[config.mk]
export PLATFORM = sky130hd
export DESIGN_NAME = floppy_status_readback_regs
export DESIGN_NICKNAME = d
export VERILOG_FILES = /design/src/hdl/floppy_status_pkg.sv /design/src/hdl/floppy_status_readback_regs.sv /design/src/hdl/sense_readback_mux.sv
export VERILOG_INCLUDE_DIRS = /design/src /design/src/hdl
export SDC_FILE = /design/constraint.sdc
export NUM_CORES = 1
export LEC_CHECK = 0
export ABC_AREA = 1
export BUFFER_PORTS_ARGS = -buffer_cell sky130_fd_sc_hd__buf_4
export CAP_MARGIN = 20
export CORE_UTILIZATION = 30
export DETAILED_ROUTE_END_ITERATION = 16
export PLACE_DENSITY = 0.67
export SKIP_LAST_GASP = 1
export SLEW_MARGIN = 20
export SYNTH_ARGS = -nofsm -noshare
export SYNTH_HDL_FRONTEND = slang
export SYNTH_SLANG_ARGS = --single-unit
export TNS_END_PERCENT = 100
[constraint.sdc]
create_clock -name core_clk_i -period 1.07 [get_ports core_clk_i]
set_input_delay 0.0535 -clock core_clk_i [delete_from_list [all_inputs] [get_ports core_clk_i]]
set_output_delay 0.0535 -clock core_clk_i [all_outputs]
set_load 0.05 [all_outputs]
[src/hdl/floppy_status_cfg.svh]
`ifndef FLOPPY_STATUS_CFG_SVH
`define FLOPPY_STATUS_CFG_SVH

// register indexes; byte address is four times the index
`define IDX_W            4
`define IDX_SENSE_RATE   4'h7
`define IDX_DRIVE_THIRD  4'h8
`define IDX_BLOCK_STAT   4'h9

// avalon answers
`define RESP_OK          2'h0
`define RESP_SLVERR      2'h2

// rate control fields
`define RATE_LO_BIT      0
`define RATE_HI_BIT      1
`define PRECOMP_BIT      2
`define RATE_RST         2'h2
`define PRECOMP_RST      1'h0
`define RATE_HI_RST      1'h1
`define RATE_LO_RST      1'h0

// rate codes that mean low density media
`define RATE_300K        2'h1
`define RATE_250K        2'h2

// sense readback fields
`define MEDIA_BIT        7
`define XFER_GATE_BIT    3
`define EXT_ONES         4'hF
`define ALT_ZEROS        3'h0
`define LEGACY_EN        8'h80
`define ALL_EN           8'hFF

`endif

[src/hdl/floppy_status_pkg.sv]
package floppy_status_pkg;

    // compatibility mode chosen by the controller configuration
    typedef enum logic [1:0] {
        MODE_LEGACY,
        MODE_EXTENDED,
        MODE_ALT
    } compat_mode_e;

    typedef logic [1:0] rate_code_t;

endpackage

[src/hdl/floppy_status_readback_regs.sv]
// Added by the designer: register access over Avalon-MM.
`timescale 1ns/1ps
`include "floppy_status_cfg.svh"

module floppy_status_readback_regs
    import floppy_status_pkg::*;
#(
    parameter int DATA_W = 32                    // avalon data width
)
(
    input  wire logic                core_clk_i,          // 25 MHz clock
    input  wire logic                rst_i,               // sync reset, high
    input  wire logic [`IDX_W-1:0]   avs_address_i,       // word index
    input  wire logic                avs_read_i,          // read request
    input  wire logic                avs_write_i,         // write request
    input  wire logic [DATA_W-1:0]   avs_writedata_i,     // write data
    input  wire logic [DATA_W/8-1:0] avs_byteenable_i,    // byte lanes
    output logic      [DATA_W-1:0]   avs_readdata_o,      // read data
    output logic                     avs_waitrequest_o,   // stall
    output logic      [1:0]          avs_response_o,      // ok or slave error
    input  wire compat_mode_e        mode_i,              // compatibility mode
    input  wire logic                media_change_n_i,    // media change, low
    input  wire logic                xfer_req_gate_i,     // output ctl bit 3
    input  wire logic                fault_flag_i,        // drive fault
    input  wire logic                write_protect_i,     // write protected
    input  wire logic                drive_ready_i,       // drive ready
    input  wire logic                at_track_zero_i,     // head at track 0
    input  wire logic                two_sided_i,         // two-sided media
    input  wire logic                head_sel_i,          // head address
    input  wire logic                unit_sel_hi_i,       // unit select 1
    input  wire logic                unit_sel_lo_i,       // unit select 0
    output logic                     rate_sel_hi_o,       // rate code bit 1
    output logic                     rate_sel_lo_o,       // rate code bit 0
    output logic                     precomp_off_o,       // precomp disabled
    output logic      [7:0]          sense_drive_en_o     // lanes driven on read
);

    // state
    rate_code_t  rate_code;
    logic        precomp_off;

    // bus decode
    logic        req_new;
    logic        req_done;
    logic        hit_sense_rate;
    logic        hit_drive_third;
    logic        hit_block_stat;
    logic        hit_any;
    logic        wr_rate;
    logic        wr_alt;

    // a request is seen while stalled, and finishes one cycle later
    assign req_new  = (avs_read_i || avs_write_i) && avs_waitrequest_o;
    assign req_done = (avs_read_i || avs_write_i) && !avs_waitrequest_o;

    assign hit_sense_rate  = (avs_address_i == `IDX_SENSE_RATE);
    assign hit_drive_third = (avs_address_i == `IDX_DRIVE_THIRD);
    assign hit_block_stat  = (avs_address_i == `IDX_BLOCK_STAT);
    assign hit_any         = hit_sense_rate || hit_drive_third || hit_block_stat;

    // only low lane carries the register; index 7 write reaches rate control
    assign wr_rate = req_done && avs_write_i && hit_sense_rate
                     && avs_byteenable_i[0];
    assign wr_alt  = wr_rate && (mode_i == MODE_ALT);

    // read values
    logic [7:0]  sense_byte;
    logic [7:0]  sense_en;
    logic [7:0]  drive_third;
    logic [7:0]  block_stat;
    logic [7:0]  read_byte;
    logic [7:0]  read_en;

    sense_readback_mux u_sense (
        .mode_i           (mode_i),
        .media_change_n_i (media_change_n_i),
        .xfer_req_gate_i  (xfer_req_gate_i),
        .precomp_off_i    (precomp_off),
        .rate_code_i      (rate_code),
        .sense_byte_o     (sense_byte),
        .sense_en_o       (sense_en)
    );

    assign drive_third = {fault_flag_i, write_protect_i, drive_ready_i,
                        at_track_zero_i, two_sided_i, head_sel_i,
                        unit_sel_hi_i, unit_sel_lo_i};

    // block view: mode, precomp and rate as they stand now
    assign block_stat = {3'h0, mode_i, precomp_off, rate_code};

    assign read_byte = hit_sense_rate  ? sense_byte  :
                       hit_drive_third ? drive_third :
                       hit_block_stat  ? block_stat  : 8'h00;

    assign read_en = hit_sense_rate ? sense_en : `ALL_EN;

    // write values
    rate_code_t  next_rate_code;
    logic        next_precomp_off;

    // upper bits are ignored; software is expected to write zero there
    assign next_rate_code = wr_rate ?
        {avs_writedata_i[`RATE_HI_BIT], avs_writedata_i[`RATE_LO_BIT]} :
        rate_code;

    // precompensation bit is written only in alternate mode
    assign next_precomp_off = wr_alt ?
        avs_writedata_i[`PRECOMP_BIT] : precomp_off;

    // registers
    // reads never touch rate or precomp state
    always_ff @(posedge core_clk_i) begin
        if (rst_i) begin
            rate_code   <= `RATE_RST;
            precomp_off <= `PRECOMP_RST;
        end else begin
            rate_code   <= next_rate_code;
            precomp_off <= next_precomp_off;
        end
    end

    always_ff @(posedge core_clk_i) begin
        if (rst_i) begin
            rate_sel_hi_o <= `RATE_HI_RST;
            rate_sel_lo_o <= `RATE_LO_RST;
            precomp_off_o <= `PRECOMP_RST;
        end else begin
            rate_sel_hi_o <= next_rate_code[`RATE_HI_BIT];
            rate_sel_lo_o <= next_rate_code[`RATE_LO_BIT];
            precomp_off_o <= next_precomp_off;
        end
    end

    // avalon handshake: one wait state on every access
    always_ff @(posedge core_clk_i) begin
        if (rst_i) begin
            avs_waitrequest_o <= 1'b1;
        end else begin
            avs_waitrequest_o <= !req_new;
        end
    end

    // read data is captured when the stall drops and stands one cycle
    always_ff @(posedge core_clk_i) begin
        if (rst_i) begin
            avs_readdata_o   <= '0;
            avs_response_o   <= `RESP_OK;
            sense_drive_en_o <= 8'h00;
        end else if (req_new) begin
            avs_readdata_o   <= avs_read_i ?
                                {{(DATA_W-8){1'b0}}, read_byte} : '0;
            avs_response_o   <= hit_any ? `RESP_OK : `RESP_SLVERR;
            sense_drive_en_o <= avs_read_i ? read_en : 8'h00;
        end else begin
            avs_readdata_o   <= '0;
            avs_response_o   <= `RESP_OK;
            sense_drive_en_o <= 8'h00;
        end
    end

    // checks
    logic rd_sense;
    logic rd_third;
    logic wr_idx7;

    assign rd_sense = avs_read_i && avs_waitrequest_o && hit_sense_rate;
    assign rd_third = avs_read_i && avs_waitrequest_o && hit_drive_third;
    assign wr_idx7  = avs_write_i && !avs_waitrequest_o && hit_sense_rate
                      && avs_byteenable_i[0];

    property p_answer_one;
        @(posedge core_clk_i) disable iff (rst_i)
        (avs_read_i || avs_write_i) && avs_waitrequest_o
            |=> !avs_waitrequest_o ##1 avs_waitrequest_o;
    endproperty
    a_answer_one: assert property (p_answer_one)
        else $error("access not answered after one wait state");

    property p_third;
        @(posedge core_clk_i) disable iff (rst_i)
        rd_third |=> avs_readdata_o[7:0] == {$past(fault_flag_i),
            $past(write_protect_i), $past(drive_ready_i),
            $past(at_track_zero_i), $past(two_sided_i), $past(head_sel_i),
            $past(unit_sel_hi_i), $past(unit_sel_lo_i)};
    endproperty
    a_third: assert property (p_third)
        else $error("drive status byte three order wrong");

    property p_legacy;
        @(posedge core_clk_i) disable iff (rst_i)
        rd_sense && mode_i == MODE_LEGACY
            |=> avs_readdata_o[7] == !$past(media_change_n_i)
                && avs_readdata_o[6:0] == 7'h00
                && sense_drive_en_o == 8'h80;
    endproperty
    a_legacy: assert property (p_legacy)
        else $error("legacy sense readback wrong");

    property p_legacy_float;
        @(posedge core_clk_i) disable iff (rst_i)
        rd_sense && mode_i == MODE_LEGACY |=> sense_drive_en_o[6:0] == 7'h00;
    endproperty
    a_legacy_float: assert property (p_legacy_float)
        else $error("legacy low bits driven");

    property p_ext_high;
        @(posedge core_clk_i) disable iff (rst_i)
        rd_sense && mode_i == MODE_EXTENDED
            |=> avs_readdata_o[7:3] == {!$past(media_change_n_i), 4'hF};
    endproperty
    a_ext_high: assert property (p_ext_high)
        else $error("extended upper sense bits wrong");

    property p_ext_rate;
        @(posedge core_clk_i) disable iff (rst_i)
        rd_sense && mode_i == MODE_EXTENDED
            |=> avs_readdata_o[2:1] == {rate_sel_hi_o, rate_sel_lo_o};
    endproperty
    a_ext_rate: assert property (p_ext_rate)
        else $error("extended rate bits wrong");

    property p_ext_density;
        @(posedge core_clk_i) disable iff (rst_i)
        rd_sense && mode_i == MODE_EXTENDED
            |=> avs_readdata_o[0] == (rate_sel_hi_o ^ rate_sel_lo_o);
    endproperty
    a_ext_density: assert property (p_ext_density)
        else $error("density bit wrong");

    property p_alt_media;
        @(posedge core_clk_i) disable iff (rst_i)
        rd_sense && mode_i == MODE_ALT
            |=> avs_readdata_o[7] == $past(media_change_n_i);
    endproperty
    a_alt_media: assert property (p_alt_media)
        else $error("alternate media bit inverted");

    property p_alt_low;
        @(posedge core_clk_i) disable iff (rst_i)
        rd_sense && mode_i == MODE_ALT
            |=> avs_readdata_o[6:0] == {3'h0, $past(xfer_req_gate_i),
                precomp_off_o, rate_sel_hi_o, rate_sel_lo_o};
    endproperty
    a_alt_low: assert property (p_alt_low)
        else $error("alternate low sense bits wrong");

    property p_rate_write;
        @(posedge core_clk_i) disable iff (rst_i)
        wr_idx7 |=> {rate_sel_hi_o, rate_sel_lo_o} == $past(avs_writedata_i[1:0]);
    endproperty
    a_rate_write: assert property (p_rate_write)
        else $error("rate control write lost");

    property p_rate_reset;
        @(posedge core_clk_i)
        rst_i ##1 !rst_i |-> {rate_sel_hi_o, rate_sel_lo_o} == 2'h2
            && !precomp_off_o;
    endproperty
    a_rate_reset: assert property (p_rate_reset)
        else $error("rate code reset value wrong");

    property p_precomp;
        @(posedge core_clk_i) disable iff (rst_i)
        wr_idx7 && mode_i == MODE_ALT
            |=> precomp_off_o == $past(avs_writedata_i[2]);
    endproperty
    a_precomp: assert property (p_precomp)
        else $error("precomp bit not written in alternate mode");

    property p_precomp_hold;
        @(posedge core_clk_i) disable iff (rst_i)
        wr_idx7 && mode_i != MODE_ALT |=> $stable(precomp_off_o);
    endproperty
    a_precomp_hold: assert property (p_precomp_hold)
        else $error("precomp changed outside alternate mode");

    property p_no_side;
        @(posedge core_clk_i) disable iff (rst_i)
        !wr_idx7 |=> $stable({rate_sel_hi_o, rate_sel_lo_o, precomp_off_o});
    endproperty
    a_no_side: assert property (p_no_side)
        else $error("rate state changed without a write");

    property p_third_en;
        @(posedge core_clk_i) disable iff (rst_i)
        rd_third |=> sense_drive_en_o == 8'hFF;
    endproperty
    a_third_en: assert property (p_third_en)
        else $error("drive status byte three not fully driven");

    property p_unmapped;
        @(posedge core_clk_i) disable iff (rst_i)
        (avs_read_i || avs_write_i) && avs_waitrequest_o && !hit_any
            |=> avs_response_o == 2'h2 && avs_readdata_o == '0;
    endproperty
    a_unmapped: assert property (p_unmapped)
        else $error("unmapped access not refused");

    // a stalled or idle bus must never show driven lanes
    property p_idle_quiet;
        @(posedge core_clk_i) disable iff (rst_i)
        avs_waitrequest_o |-> avs_readdata_o == '0 && sense_drive_en_o == 8'h00;
    endproperty
    a_idle_quiet: assert property (p_idle_quiet)
        else $error("read lanes driven outside an answer");

    property p_ext_en;
        @(posedge core_clk_i) disable iff (rst_i)
        rd_sense && mode_i == MODE_EXTENDED |=> sense_drive_en_o == 8'hFF;
    endproperty
    a_ext_en: assert property (p_ext_en)
        else $error("extended sense byte not fully driven");

    property p_alt_en;
        @(posedge core_clk_i) disable iff (rst_i)
        rd_sense && mode_i == MODE_ALT |=> sense_drive_en_o == 8'hFF;
    endproperty
    a_alt_en: assert property (p_alt_en)
        else $error("alternate sense byte not fully driven");

    property p_alt_gate;
        @(posedge core_clk_i) disable iff (rst_i)
        rd_sense && mode_i == MODE_ALT
            |=> avs_readdata_o[3] == $past(xfer_req_gate_i);
    endproperty
    a_alt_gate: assert property (p_alt_gate)
        else $error("alternate gating bit not mirrored");

    property p_alt_rate;
        @(posedge core_clk_i) disable iff (rst_i)
        rd_sense && mode_i == MODE_ALT
            |=> avs_readdata_o[2:0] == {precomp_off_o, rate_sel_hi_o, rate_sel_lo_o};
    endproperty
    a_alt_rate: assert property (p_alt_rate)
        else $error("alternate precomp or rate bits wrong");

endmodule

[src/hdl/sense_readback_mux.sv]
`timescale 1ns/1ps
`include "floppy_status_cfg.svh"

module sense_readback_mux
    import floppy_status_pkg::*;
(
    input  wire compat_mode_e mode_i,           // active compatibility mode
    input  wire logic         media_change_n_i, // media change, active low
    input  wire logic         xfer_req_gate_i,  // transfer request gating bit
    input  wire logic         precomp_off_i,    // precompensation disabled
    input  wire rate_code_t   rate_code_i,      // selected data-rate code
    output logic [7:0]        sense_byte_o,     // readback value, undriven bits 0
    output logic [7:0]        sense_en_o        // per bit, high where driven
);
    logic [7:0] raw_legacy;
    logic [7:0] raw_ext;
    logic [7:0] raw_alt;
    logic [7:0] raw_sel;
    logic       hi_density_n;

    // low density rates report one
    assign hi_density_n = (rate_code_i == `RATE_300K) || (rate_code_i == `RATE_250K);

    assign raw_legacy = {~media_change_n_i, 7'h00};
    assign raw_ext    = {~media_change_n_i, `EXT_ONES, rate_code_i, hi_density_n};
    assign raw_alt    = {media_change_n_i, `ALT_ZEROS, xfer_req_gate_i,
                         precomp_off_i, rate_code_i};

    assign raw_sel = (mode_i == MODE_EXTENDED) ? raw_ext :
                     (mode_i == MODE_ALT)      ? raw_alt : raw_legacy;

    // legacy leaves the low bits to the disk controller sharing the address
    assign sense_en_o = (mode_i == MODE_EXTENDED || mode_i == MODE_ALT) ?
                        `ALL_EN : `LEGACY_EN;

    genvar b;
    generate
        for (b = 0; b < 8; b = b + 1) begin : g_mask
            assign sense_byte_o[b] = raw_sel[b] & sense_en_o[b];
        end
    endgenerate

endmodule

==> impl_metrics.toml <==
[finish]
area_growth_pct = 34.9
stdcell_area_mm2 = 0.00138
drive_gt1_frac = 0.363
diodes = 0
fin_nets = 253
stdcell_count = 237

[yosys]
syn_area_mm2 = 0.00102
postSynthCellCount = 143
avgSynthCellArea_um2 = 7.14
yosysMostFrequentCell = "buf_4"
ys_types = 24
ys_async_sr_fraction = 0
synth_area_leaders = "dfxtp_1 (29%), buf_4 (23%), nand2_1 (8.5%), nand3_1 (5.9%), nor2_1 (5.5%)"
synth_edf_count = 0
synth-seq-cells = 15
synth.largest_area_cell = "dfxtp_1"
synth_common_cells = "buf_4 (31), nand2_1 (23), dfxtp_1 (15), nor2_1 (15), inv_1 (14)"
ys_seq_area_frac = 0.294
synth_top_area_frac = 0.294
yosys_warnings = 0
synth_ff_type = "dfxtp_1"

[place]
dpl.hpwl_um = 1690
place.gp.congestion = 0.816
place_area_mm2 = 0.00130
dp_cells = 228
portBuffers = 44

[clock_network]
clk_latency_ns = 0.28
htreeDepth = 1
cts_root_buf = "clkbuf_4"
tritoncts = "done"
ctsLongestPathBuffers = 2
cts_sinks = 15
cts.reportedPaths.clkPinSlew_ns = 0.09
cts-buffers-inserted = 3

[min_path]
min_from = "avs_write_i"
hp-class = "primary input to register"
holdPathStages = 2
hold_end = "avs_waitrequest_o"

[setup_path]
path_delay_family = "buffers and inverters"
arrival_ns = 1.17
timing.rr.start = "avs_waitrequest_o"
required_ns = 1.25
critical_path.startpoint_type = "primary input"
worstRegToRegCells = 7
path_buf_inv = 5
rrSetupSlack_ns = 0.10
cpMaxStageDelayCell = "dlygate4sd3_1"
worstReg2RegEnd = "precomp_off_o"
crit_type = "primary input to register"
max_stage_delay_ns = 0.54
crit_chain = "dlygate4sd3_1, buf_4, nand3_1, buf_4, inv_1, o21ai_1, inv_1"
path_max_fanout = 8
critPathCaptureType = "register"
startpoint = "avs_read_i"

[detailed_routing]
drc = 0
dr.pass1.iters = 4
first_iter_violations = 14
wl_per_cell_um = 8.65
viasPerCell = 3.93
ant_nets = 0
met2_length_um = 957
wl_met1_um = 874
vias = 931
routed_wirelength_um = 2050
dr_wl_met3_um = 208
top_layer = "met4"

[pwr]
power_density_mw_per_mm2 = 1050
max-vdd-ir-drop_v = 0.000829
p_leak_nw = 0.755

[global_route]
track_usage = 0.116
grt_pass1_vias = 720
grt_max_degree = 10
overflow = 0
grt_first_pass_wirelength_um = 3070
antenna_found_initial = 0

[timing]
min_period_over_period = 0.918
clock_skew_ns = 0.00136
slew_violations = 0
hold_violations = 0
rsz0062_at_grt = "false"
period_needed_ns = 0.982
final-setup-viol-count = 0
tns_ns = 0
clock.fmax_ghz = 1.02

[floorplan]
core_area_mm2 = 0.00313
rows = 20
start_util = 0.326
die_w_um = 60.3
ios = 102
dieHeight_um = 60.3
die_area_mm2 = 0.00364

[run]
cap_violations = 0

[status]
status = "finished, final reports clean"
## power by group
group / internal [W] / switching, W
combinational: 0.000144 / 0.000395
sequential: 0.000573 / 0.00000902
clock: 0.000139 / 0.000183
## worst max-delay path by stage
stage	endpoint	slack [ns]	cells past startpoint
after floorplan	sense_drive_en_o[1]	0.02	1
after global placement	avs_readdata_o[2]	0.04	8
after detailed placement	avs_readdata_o[2]	0.03	8
after CTS	sense_drive_en_o[0]	0.04	1
after global routing	precomp_off_o	0.009	7
final	sense_drive_en_o[6]	0.09	7
## layer usage
metal  GRT usage  vias to the layer above
met3      0.0512                        2
met4      0.0199                        0
met2       0.187                       44
met1       0.144                      395
li1            -                      490
met5           0                        -
## kinds of logic (layout without fill, tap and decap cells)
group	count (synthesis)	count (layout)	synth area share
other cells	1	25	0.00367
compound gates	12	12	0.0613
buf+inv	48	74	0.290
xor+xnor	1	1	0.00858
simple gates	63	63	0.305
fa+ha+maj	3	3	0.0368
flops	15	15	0.294
## what timing repair did
action / in CTS / in global routing
setup buffers: 0 / 0
resized for setup: 0 / 1
endpoints found under the setup margin: 0 / 6
hold buffers: 3 / 2
endpoints found under the hold margin: 3 / 2
## stage by stage
stage               setup WS, ns  total power, W   util  hold WS [ns]
floorplan                 0.0233         0.00106      -         0.167
global placement          0.0429         0.00112  0.415         0.254
detailed placement        0.0317         0.00112  0.415         0.258
CTS                       0.0389         0.00145  0.434       0.00385
global route             0.00872         0.00152  0.440       0.00260
finish                    0.0877         0.00144  0.440       0.00516
## cell type report
class / instances / area (um2)
flip-flops and latches: 15 / 307
fillers: 350 / 1750
repair buffers: 53 / 410
clock buffers: 3 / 22.5
multi-input cells: 104 / 514
clock inverters: 1 / 5.00
inverters: 17 / 63.8
well taps: 44 / 55.1
## state kept, by name, indices dropped and copies added (netlist names)
signal and count:
precomp_off_o 1, avs_readdata_o 8, rate_code 2, sense_drive_en_o 2, avs_waitrequest_o 1, avs_response_o 1
## cells in the final DEF, fill, tap and decap left out, types with 2 or more instances in the layout
| cell | netlist | routed |
|---|---|---|
| dfxtp_2 | 0 | 5 |
| nand2_2 | 4 | 4 |
| dlygate4sd3_1 | 0 | 5 |
| nand2_1 | 23 | 23 |
| o21ai_0 | 3 | 3 |
| inv_1 | 14 | 14 |
| a21oi_1 | 5 | 5 |
| nor2_1 | 15 | 15 |
| inv_2 | 2 | 2 |
| buf_4 | 31 | 48 |
| dfxtp_1 | 15 | 10 |
| nor2_2 | 2 | 2 |
| clkbuf_4 | 0 | 3 |
| nand3_1 | 12 | 12 |
| ha_1 | 3 | 3 |
| o21ai_1 | 3 | 3 |
| conb_1 | 1 | 25 |
(Power assumes the default switching activity.)
